$ cat src/shared/pio_pkg.sv
// package of constants and carrier types for the parallel io ports
// Function
// - port zero byte-wide open-drain with latch per pin
// - port zero carries address low and data externally
// - latch captures internal bus on write strobe
// - read latch or sampled pin onto internal bus
// - external access sets port zero latch all ones
// - external access: port zero push-pull from bus
// - port zero latch one floats the pin
// - port zero latch zero drives low
// - port one splits into two io, six inputs
// - port one io pins pulled high or drive low
// - timer two functions need latch one
// - pwm output overrides latch on pin
// - pin zero timer count/pwm_channel_zero_out, pin one trigger/pwm_channel_one_out
// - rising latch gives strong pull-up two periods
// - pin pulled low drops keeper, very weak stays
// - upper port one latches reset one, analog select
// - upper port one pins never driven
// - port two outputs high and middle address bytes
// - external mode port two push-pull, latch unchanged
// - port two latch one pulled high, zero drives low
// - read-modify-write reads the latch
package pio_pkg;
	localparam int          PIO_W       = 8;
	localparam logic [7:0]  PIO_RST     = 8'h00_ff;
	localparam logic [7:0]  PIO_ONES    = 8'h00_ff;
	localparam int          PIO_IO_LO   = 0;
	localparam int          PIO_IO_HI   = 1;
	localparam int          PIO_AIN_LO  = 2;
	// strong pull-up time in oscillator periods, one period is one clk
	localparam int          PIO_STRONG_PER = 2;
	localparam logic [1:0]  PIO_STRONG_CNT = 2'(PIO_STRONG_PER);
	// port selector on the core side
	typedef enum logic [1:0] {
		PIO_SEL_P0,
		PIO_SEL_P1,
		PIO_SEL_P2,
		PIO_SEL_NONE
	} pio_sel_t;
	// drive of one pin with internal pull-ups
	typedef struct packed {
		logic strong_up;
		logic keeper_up;
		logic weak_up;
		logic drive_low;
	} pio_pull_t;
	// core access bundle
	typedef struct packed {
		pio_sel_t   sel;
		logic       wr;
		logic       rd_latch;
		logic       rd_pin;
		logic [7:0] wdata;
	} pio_core_t;
endpackage : pio_pkg

$ cat src/hw/pio_pullup.sv
// one active pull-up cell: strong burst, keeper and very weak source
`timescale 1ns/10ps
module pio_pullup
	import pio_pkg::*;
(
	// clock and reset
	input  wire logic clk_i,
	input  wire logic rstn_i,
	// control
	input  wire logic latch_i,
	input  wire logic force_i,
	input  wire logic pin_i,
	// drive
	output pio_pull_t pull_o
);
	logic       latch_q;
	logic [1:0] cnt_q;
	logic       keep_q;

	// previous latch for rising edge detect
	always_ff @(posedge clk_i or negedge rstn_i) begin
		if (!rstn_i) begin
			latch_q <= 1'b1;
		end else begin
			latch_q <= latch_i;
		end
	end

	// strong burst counter, restarts on every rising latch
	always_ff @(posedge clk_i or negedge rstn_i) begin
		if (!rstn_i) begin
			cnt_q <= 2'd0;
		end else if (latch_i && !latch_q) begin
			cnt_q <= PIO_STRONG_CNT;
		end else if (cnt_q != 2'd0) begin
			cnt_q <= cnt_q - 2'd1;
		end
	end

	// keeper latches high once the pin is up, drops on an external low
	always_ff @(posedge clk_i or negedge rstn_i) begin
		if (!rstn_i) begin
			keep_q <= 1'b1;
		end else if (!latch_i || force_i) begin
			keep_q <= 1'b0;
		end else if (!pin_i && cnt_q == 2'd0) begin
			keep_q <= 1'b0;
		end else if (pin_i) begin
			keep_q <= 1'b1;
		end
	end

	// pull-ups only while the latch asks for a high and nothing overrides
	always_comb begin
		pull_o.strong_up = latch_i && !force_i && (cnt_q != 2'd0);
		pull_o.keeper_up = latch_i && !force_i && keep_q && cnt_q == 2'd0;
		pull_o.weak_up   = latch_i && !force_i;
		pull_o.drive_low = !latch_i && !force_i;
	end

	property p_strong_len;
		@(posedge clk_i) disable iff (!rstn_i)
		(latch_i && !latch_q && !force_i) |=> pull_o.strong_up[*2]
			##1 !pull_o.strong_up;
	endproperty
	a_strong_len: assert property (p_strong_len)
		else $error("strong pull-up not two periods");

	property p_strong_gap;
		@(posedge clk_i) disable iff (!rstn_i)
		pull_o.strong_up |-> !pull_o.keeper_up;
	endproperty
	a_strong_gap: assert property (p_strong_gap)
		else $error("strong and keeper at once");

	// an external low after the burst must take the keeper away
	property p_keep_drop;
		@(posedge clk_i) disable iff (!rstn_i)
		(latch_i && !force_i && !pin_i && cnt_q == 2'd0)
			|=> !pull_o.keeper_up;
	endproperty
	a_keep_drop: assert property (p_keep_drop)
		else $error("keeper stays on against a low pin");
endmodule : pio_pullup

$ cat src/hw/pio_ports.sv
// three byte-wide parallel ports with latches, pin muxing and pull-ups
`timescale 1ns/10ps
module pio_ports
	import pio_pkg::*;
(
	// clock and reset
	input  wire logic       clk_i,
	input  wire logic       rstn_i,
	// core access
	input  pio_core_t       core_i,
	input  wire logic       rmw_i,
	output logic [7:0]      rdata_o,
	// external memory bus
	input  wire logic       ext_acc_i,
	input  wire logic [7:0] ext_p0_i,
	input  wire logic [7:0] ext_p2_i,
	// timer two, pwm and analog select
	input  wire logic       pwm_channel_zero_out_en_i,
	input  wire logic       pwm_channel_zero_out_i,
	input  wire logic       pwm_channel_one_out_en_i,
	input  wire logic       pwm_channel_one_out_i,
	output logic            timer_two_count_input_o,
	output logic            timer_two_capture_trigger_o,
	output logic [5:0]      ain_sel_o,
	// port zero pins
	input  wire logic [7:0] p0_pin_i,
	output logic [7:0]      p0_pin_o,
	output logic [7:0]      p0_pin_oe_o,
	// port one pins
	input  wire logic [7:0] p1_pin_i,
	output logic [1:0]      p1_pin_o,
	output logic [1:0]      p1_pin_oe_o,
	output pio_pull_t [1:0] p1_pull_o,
	// port two pins
	input  wire logic [7:0] p2_pin_i,
	output logic [7:0]      p2_pin_o,
	output logic [7:0]      p2_pin_oe_o,
	output pio_pull_t [7:0] p2_pull_o
);
	logic [7:0]  port_zero_latch_q;
	logic [7:0]  port_one_latch_q;
	logic [7:0]  port_two_latch_q;
	logic [23:0] s1_q;
	logic [23:0] s2_q;
	logic [23:0] s3_q;
	logic [23:0] pin_q;
	logic [7:0]  rdata_d;
	logic [1:0]  pwm_en;
	logic [1:0]  pwm_val;

	// write strobe for one port
	function automatic logic wr_hit(pio_core_t c, pio_sel_t s);
		return c.wr && (c.sel == s);
	endfunction : wr_hit

	// port zero latch; external access forces ones and wins over writes
	always_ff @(posedge clk_i or negedge rstn_i) begin
		if (!rstn_i) begin
			port_zero_latch_q <= PIO_RST;
		end else if (ext_acc_i) begin
			port_zero_latch_q <= PIO_ONES;
		end else if (wr_hit(core_i, PIO_SEL_P0)) begin
			port_zero_latch_q <= core_i.wdata;
		end
	end

	// port one latch, upper bits select analog when one
	always_ff @(posedge clk_i or negedge rstn_i) begin
		if (!rstn_i) begin
			port_one_latch_q <= PIO_RST;
		end else if (wr_hit(core_i, PIO_SEL_P1)) begin
			port_one_latch_q <= core_i.wdata;
		end
	end

	// port two latch is untouched by external accesses
	always_ff @(posedge clk_i or negedge rstn_i) begin
		if (!rstn_i) begin
			port_two_latch_q <= PIO_RST;
		end else if (wr_hit(core_i, PIO_SEL_P2)) begin
			port_two_latch_q <= core_i.wdata;
		end
	end

	// three-stage pin sampling; a level counts once stages two and three agree
	// reset to the pulled-up idle level so keepers see no false low
	always_ff @(posedge clk_i or negedge rstn_i) begin
		if (!rstn_i) begin
			s1_q <= '1;
			s2_q <= '1;
			s3_q <= '1;
		end else begin
			s1_q <= {p2_pin_i, p1_pin_i, p0_pin_i};
			s2_q <= s1_q;
			s3_q <= s2_q;
		end
	end

	// filtered pin level, holds on disagreement
	always_ff @(posedge clk_i or negedge rstn_i) begin
		if (!rstn_i) begin
			pin_q <= '1;
		end else begin
			pin_q <= (s2_q & s3_q) | (pin_q & (s2_q | s3_q));
		end
	end

	// read mux; read-modify-write always takes the latch
	always_comb begin
		logic [7:0] lat;
		logic [7:0] pin;
		lat = 8'h00_00;
		pin = 8'h00_00;
		unique case (core_i.sel)
			PIO_SEL_P0: begin
				lat = port_zero_latch_q;
				pin = pin_q[7:0];
			end
			PIO_SEL_P1: begin
				lat = port_one_latch_q;
				pin = pin_q[15:8];
			end
			PIO_SEL_P2: begin
				lat = port_two_latch_q;
				pin = pin_q[23:16];
			end
			PIO_SEL_NONE: begin
				lat = 8'h00_00;
				pin = 8'h00_00;
			end
		endcase
		if (core_i.rd_latch || rmw_i) begin
			rdata_d = lat;
		end else if (core_i.rd_pin) begin
			rdata_d = pin;
		end else begin
			rdata_d = 8'h00_00;
		end
	end

	// registered read data
	always_ff @(posedge clk_i or negedge rstn_i) begin
		if (!rstn_i) begin
			rdata_o <= 8'h00_00;
		end else begin
			rdata_o <= rdata_d;
		end
	end

	// port zero: open drain in gpio mode, push-pull address/data externally
	always_comb begin
		if (ext_acc_i) begin
			p0_pin_o    = ext_p0_i;
			p0_pin_oe_o = PIO_ONES;
		end else begin
			p0_pin_o    = 8'h00_00;
			p0_pin_oe_o = ~port_zero_latch_q;
		end
	end

	// port two: address push-pull externally, else quasi-bidirectional
	always_comb begin
		if (ext_acc_i) begin
			p2_pin_o    = ext_p2_i;
			p2_pin_oe_o = PIO_ONES;
		end else begin
			p2_pin_o    = 8'h00_00;
			p2_pin_oe_o = ~port_two_latch_q;
		end
	end

	// pwm overrides the latch; a zero latch still pins timer inputs low
	assign pwm_en  = {pwm_channel_one_out_en_i, pwm_channel_zero_out_en_i};
	assign pwm_val = {pwm_channel_one_out_i, pwm_channel_zero_out_i};

	// port one low pins: pwm drives push-pull, else latch low or pull-up
	always_comb begin
		for (int i = PIO_IO_LO; i <= PIO_IO_HI; i++) begin
			if (pwm_en[i]) begin
				p1_pin_o[i]    = pwm_val[i];
				p1_pin_oe_o[i] = 1'b1;
			end else begin
				p1_pin_o[i]    = 1'b0;
				p1_pin_oe_o[i] = !port_one_latch_q[i];
			end
		end
	end

	// timer two sees zero unless the latch is one
	always_comb begin
		timer_two_count_input_o     = port_one_latch_q[0] & pin_q[8];
		timer_two_capture_trigger_o = port_one_latch_q[1] & pin_q[9];
	end

	// upper port one pins: input only, latch is just the analog select
	assign ain_sel_o = port_one_latch_q[7:PIO_AIN_LO];

	// pull-up cells for port one io pins and all port two pins
	genvar g;
	generate
		for (g = 0; g < 2; g++) begin : g_p1_pull
			pio_pullup u_pull (
				.clk_i   (clk_i),
				.rstn_i  (rstn_i),
				.latch_i (port_one_latch_q[g]),
				.force_i (pwm_en[g]),
				.pin_i   (pin_q[8+g]),
				.pull_o  (p1_pull_o[g])
			);
		end
		for (g = 0; g < PIO_W; g++) begin : g_p2_pull
			pio_pullup u_pull (
				.clk_i   (clk_i),
				.rstn_i  (rstn_i),
				.latch_i (port_two_latch_q[g]),
				.force_i (ext_acc_i),
				.pin_i   (pin_q[16+g]),
				.pull_o  (p2_pull_o[g])
			);
		end
	endgenerate

	property p_ext_ones;
		@(posedge clk_i) disable iff (!rstn_i)
		ext_acc_i |=> port_zero_latch_q == PIO_ONES;
	endproperty
	a_ext_ones: assert property (p_ext_ones)
		else $error("port zero latch not ones after access");

	property p_p0_push;
		@(posedge clk_i) disable iff (!rstn_i)
		ext_acc_i |-> p0_pin_oe_o == PIO_ONES && p0_pin_o == ext_p0_i;
	endproperty
	a_p0_push: assert property (p_p0_push)
		else $error("port zero not driving bus");

	property p_p0_od;
		@(posedge clk_i) disable iff (!rstn_i)
		!ext_acc_i |-> p0_pin_oe_o == ~port_zero_latch_q && p0_pin_o == 8'h00_00;
	endproperty
	a_p0_od: assert property (p_p0_od)
		else $error("port zero open drain wrong");

	property p_p2_keep;
		@(posedge clk_i) disable iff (!rstn_i)
		(ext_acc_i && !core_i.wr) |=> $stable(port_two_latch_q);
	endproperty
	a_p2_keep: assert property (p_p2_keep)
		else $error("port two latch changed by access");

	property p_p2_addr;
		@(posedge clk_i) disable iff (!rstn_i)
		ext_acc_i |-> p2_pin_o == ext_p2_i && p2_pin_oe_o == PIO_ONES;
	endproperty
	a_p2_addr: assert property (p_p2_addr)
		else $error("port two not driving address");

	property p_write;
		@(posedge clk_i) disable iff (!rstn_i)
		wr_hit(core_i, PIO_SEL_P1) |=> port_one_latch_q == $past(core_i.wdata);
	endproperty
	a_write: assert property (p_write)
		else $error("port one latch missed write");

	property p_rmw;
		@(posedge clk_i) disable iff (!rstn_i)
		(rmw_i && core_i.sel == PIO_SEL_P2) |=> rdata_o == $past(port_two_latch_q);
	endproperty
	a_rmw: assert property (p_rmw)
		else $error("rmw read not from latch");

	property p_pwm;
		@(posedge clk_i) disable iff (!rstn_i)
		pwm_channel_zero_out_en_i |-> p1_pin_oe_o[0] && p1_pin_o[0] == pwm_channel_zero_out_i;
	endproperty
	a_pwm: assert property (p_pwm)
		else $error("pwm not on pin zero");

	property p_t2;
		@(posedge clk_i) disable iff (!rstn_i)
		!port_one_latch_q[0] |-> !timer_two_count_input_o;
	endproperty
	a_t2: assert property (p_t2)
		else $error("timer input not stuck low");

	c_ext: cover property (@(posedge clk_i) disable iff (!rstn_i)
		ext_acc_i ##1 !ext_acc_i);
	c_rdpin: cover property (@(posedge clk_i) disable iff (!rstn_i)
		core_i.rd_pin && !rmw_i && core_i.sel == PIO_SEL_P0);
	c_pwm: cover property (@(posedge clk_i) disable iff (!rstn_i)
		pwm_channel_one_out_en_i && !port_one_latch_q[1]);
endmodule : pio_ports

$ cat config.mk
export PLATFORM = sky130hd
export DESIGN_NAME = pio_ports
export DESIGN_NICKNAME = d
export VERILOG_FILES = /design/src/shared/pio_pkg.sv /design/src/hw/pio_pullup.sv /design/src/hw/pio_ports.sv
export SDC_FILE = /design/constraint.sdc
export NUM_CORES = 1
export LEC_CHECK = 0
export BUFFER_PORTS_ARGS = -buffer_cell sky130_fd_sc_hd__buf_4
export CAP_MARGIN = 20
export CORE_MARGIN = 4
export CORE_UTILIZATION = 40
export CTS_CLUSTER_DIAMETER = 50
export DETAILED_ROUTE_END_ITERATION = 16
export PLACE_DENSITY = 0.72
export SETUP_SLACK_MARGIN = 0.05
export SLEW_MARGIN = 20
export SYNTH_ARGS = -nofsm -noshare
export SYNTH_HDL_FRONTEND = slang
export SYNTH_HIERARCHICAL = 1
export SYNTH_SLANG_ARGS = --single-unit
$ cat constraint.sdc
create_clock -name clk_i -period 2.4 [get_ports clk_i]
set_input_delay 0.24 -clock clk_i [delete_from_list [all_inputs] [get_ports clk_i]]
set_output_delay 0.24 -clock clk_i [all_outputs]
set_load 0.005 [all_outputs]
==> summary.md <==
| Metric | Value |
|---|---|
| Outcome | `complete, but fails checks` |
| Failing checks | `negative hold slack` |
| Max VDD drop | `0.607 mV` |
| Die outline width | `140 um` |
| Syn_area_per_cell | `13.8 um^2` |
| Sequential area share after synthesis | `0.632` |
| Layout cell share with drive strength beyond 1 | `0.512` |
| Worst Path Buf+Inv | `1` |
| Final Slew Violations | `0` |
| Worst Path Arrival | `1.52 ns` |
| Worst reg2reg endpoint | `rdata_o[1]$_DFF_PN0_` |
| Max Cap Viol | `0` |
| First-pass GRT wire length | `23400 um` |
| Crit-path cells | `nor2b_4, and3_1, buf_4` |
| Setup TNS Final | `0 ns` |
| Register-to-Register Setup Slack | `1.17 ns` |
| Final cell count without fillers | `914` |
| WP data required | `2.16 ns` |
| Core Rows | `47` |
| Final setup violation count | `0` |
| Worst hold path type | `in -> async` |
| Placed cells | `859` |
| Highest-count cells in the layout ignoring fill and taps | `buf_4 (152), dfstp_2 (140), nand2b_1 (46)` |
| Final period util | `0.732` |
| # port buffers | `152` |
| Crit path max-delay family | `flip-flops` |
| CP Capture Type | `output port` |
| Clock Tree Buf Depth | `2` |
| Ys flop type | `dfstp_2` |
| Largest net degree at the start of global routing | `169` |
| Clk_lat worst skew | `0.42 ns` |
| Die Ht | `140 um` |
| Pwr dens | `902 mW/mm^2` |
| Crit path launch | `port_one_latch_q[0]$_DFFE_PN1P_` |
| FF+latch count, synth | `168` |
| Worst slew margin | `0.452` |
| Clk slew on worst S/H paths | `0.06 ns` |
| Fillers | `1402` |
| Crit Path Class | `reg -> out` |
| Area of the multi-input gates | `0.00231 mm^2` |
| Worst Skew | `0.0102 ns` |
| # diodes | `0` |
| First-pass DRT Iterations | `4` |
| Drt initial violations | `192` |
| Critical Path Slowest Stage Cell | `dfstp_2` |
| DR vias | `4241` |
| EDFF count, synth | `0` |
| FMAX | `0.569 GHz` |
| Design area | `0.00909 mm^2` |
| # IOs | `153` |
| Measured slew at the worst slew-check pin | `0.822 ns` |
| Vias per std cell | `4.64` |
| CP Max Fanout | `9` |
| Layout area overhead | `31.1%` |
| Ys async rst share | `1.00` |
| Syn Inst Count | `504` |
| Total CTS buffers | `17` |
| Netlist cell types | `30` |
| Yosys warns | `6` |
| Detail Route Antenna Nets | `0` |
| Pleak | `4.14 nW` |
| Final worst path period need | `1.76 ns` |
| Crit-path max cell delay | `0.63 ns` |
| Worst R2R Start | `port_zero_latch_q[1]$_DFFE_PN1P_` |
| Worst reg2reg path depth | `3` |
| CTS tree | `yes` |
| Core Area | `0.0168 mm^2` |
| Crit path to | `p1_pull_o[2]` |
| CTS Sinks | `168` |
| Mapped cell area | `0.00693 mm^2` |
| DRC | `0` |
| Final HPWL DP | `10100 um` |
| Total track usage | `0.151` |
| Commonest non-fill, non-tap cell in the layout | `buf_4` |
| WL/cell | `15.7 um` |
| Worst setup SP type | `flop` |
| Die area | `0.0195 mm^2` |
| Hold Vio Cnt, Final | `7` |
| Root buffer cell | `clkbuf_16` |
| DP Area | `0.00825 mm^2` |
| Post-synth net total | `585` |
| Vias in the first global route | `4572` |
| Sequential cell area | `0.00438 mm^2` |
| Post-CTS sizing | `0` |
| Initial antenna violation count | `0` |
| Remaining global-route overflow | `0` |
| Initial Utilization | `0.414` |
| Final nets | `763` |
| H-Tree Depth | `4` |
| Final GP Congestion | `0.743` |
| RSZ-0062 raised after global routing | `false` |
| Hold WS | `-0.0303 ns` |
| Post-Route WL | `14300 um` |
| Stages on the worst setup path | `3` |
[synthesized netlist by cell type (7+ instances only)]
cell type | instances | share of area
dfstp_2 | 140 | 0.53
nand2b_1 | 46 | 0.042
inv_1 | 30 | 0.016
dfrtp_1 | 28 | 0.10
nor2b_1 | 27 | 0.024
maj3_1 | 24 | 0.035
and2_1 | 20 | 0.018
ha_1 | 20 | 0.036
nor2_1 | 19 | 0.010
a21oi_1 | 18 | 0.013
a211o_1 | 16 | 0.020
and3_1 | 11 | 0.0099
a22o_1 | 10 | 0.013
and2b_2 | 10 | 0.013
nor2b_4 | 10 | 0.020
o21a_1 | 10 | 0.011
xor2_1 | 10 | 0.013
a221o_1 | 8 | 0.012
mux2_1 | 8 | 0.013
mux2_2 | 8 | 0.013
mux2i_1 | 8 | 0.012
clkbuf_1 | 7 | 0.0038
[registers in the layout, indices dropped and copies added, names as in the netlist]
signal	flops
port_two_latch_q	8
rdata_o	8
s1_q	24
s2_q	24
g_p2_pull.u_pull/keep_q	8
pin_q	24
s3_q	24
g_p1_pull.u_pull/keep_q	2
g_p1_pull.u_pull/latch_q	2
g_p2_pull.u_pull/cnt_q	16
g_p1_pull.u_pull/cnt_q	4
port_zero_latch_q	8
g_p2_pull.u_pull/latch_q	8
port_one_latch_q	8
[worst register-to-register path: stages (launching register included)]
cell	delay [ns]
dfstp_2	0.38
nor2b_1	0.12
a211o_1	0.27
a221o_1	0.33
[cell type report]
| class | instances | share of cell area |
|---|---|---|
| Timing Repair Buffer | 178 | 0.155 |
| Inverter | 30 | 0.0124 |
| Sequential cell | 168 | 0.482 |
| Clock inverter | 14 | 0.0194 |
| Multi-Input combinational cell | 287 | 0.254 |
| Tap cell | 220 | 0.0303 |
| Clock buffer | 17 | 0.0468 |
[timing repair]
item                                   in CTS  in global routing
endpoints found under the hold margin      24                  0
hold buffers                               24                  0
setup buffers                               0                  0
[routing by layer]
metal | vias to the layer above | global-route usage | part of all wire
met4 | 0 | 0.0556 | 0.020
li1 | 2030 | - | -
met3 | 22 | 0.0436 | 0.048
met1 | 2092 | 0.182 | 0.41
met5 | - | 0 | 0
met2 | 97 | 0.257 | 0.52
[through the flow]
stage / util / worst slack [ns] / power, W
floorplan: - / 1.11 / 0.00477
global placement: 0.492 / 0.879 / 0.00533
detailed placement: 0.492 / 0.838 / 0.00550
CTS: 0.543 / 0.615 / 0.00832
global route: 0.543 / 0.549 / 0.00869
finish: 0.543 / 0.643 / 0.00820
[worst min path at each step]
stage	startpoint	to	cells after the start
3_5_place_dp	s1_q[5]$_DFF_PN1_	s2_q[5]$_DFF_PN1_	0
3_3_place_gp	s1_q[3]$_DFF_PN1_	s2_q[3]$_DFF_PN1_	0
6_report	rstn_i	g_p1_pull[0].u_pull/cnt_q[1]$_DFFE_PN0P_	2
2_1_floorplan	rstn_i	g_p1_pull[0].u_pull/cnt_q[0]$_DFFE_PN0P_	0
4_1_cts	rstn_i	g_p1_pull[0].u_pull/cnt_q[1]$_DFFE_PN0P_	2
5_1_grt	rstn_i	g_p1_pull[0].u_pull/cnt_q[1]$_DFFE_PN0P_	2
[cells by family (layout without fill, tap and decap cells)]
logic type,after synthesis,count (layout),share of synthesized area
XOR/XNOR,10,10,0.0126
buffers and inverters,49,239,0.0350
AO/OA/AOI/OAI,62,62,0.0682
multiplexers,24,24,0.0375
adder cells (fa/ha/maj),44,44,0.0707
AND/OR/NAND/NOR,147,147,0.144
flip-flops,168,168,0.632
[power by group]
part | switching, W | internal, W
clock | 0.00109 | 0.00164
combinational | 0.000823 | 0.000960
sequential | 0.000289 | 0.00340
(Power assumes the default switching activity.)
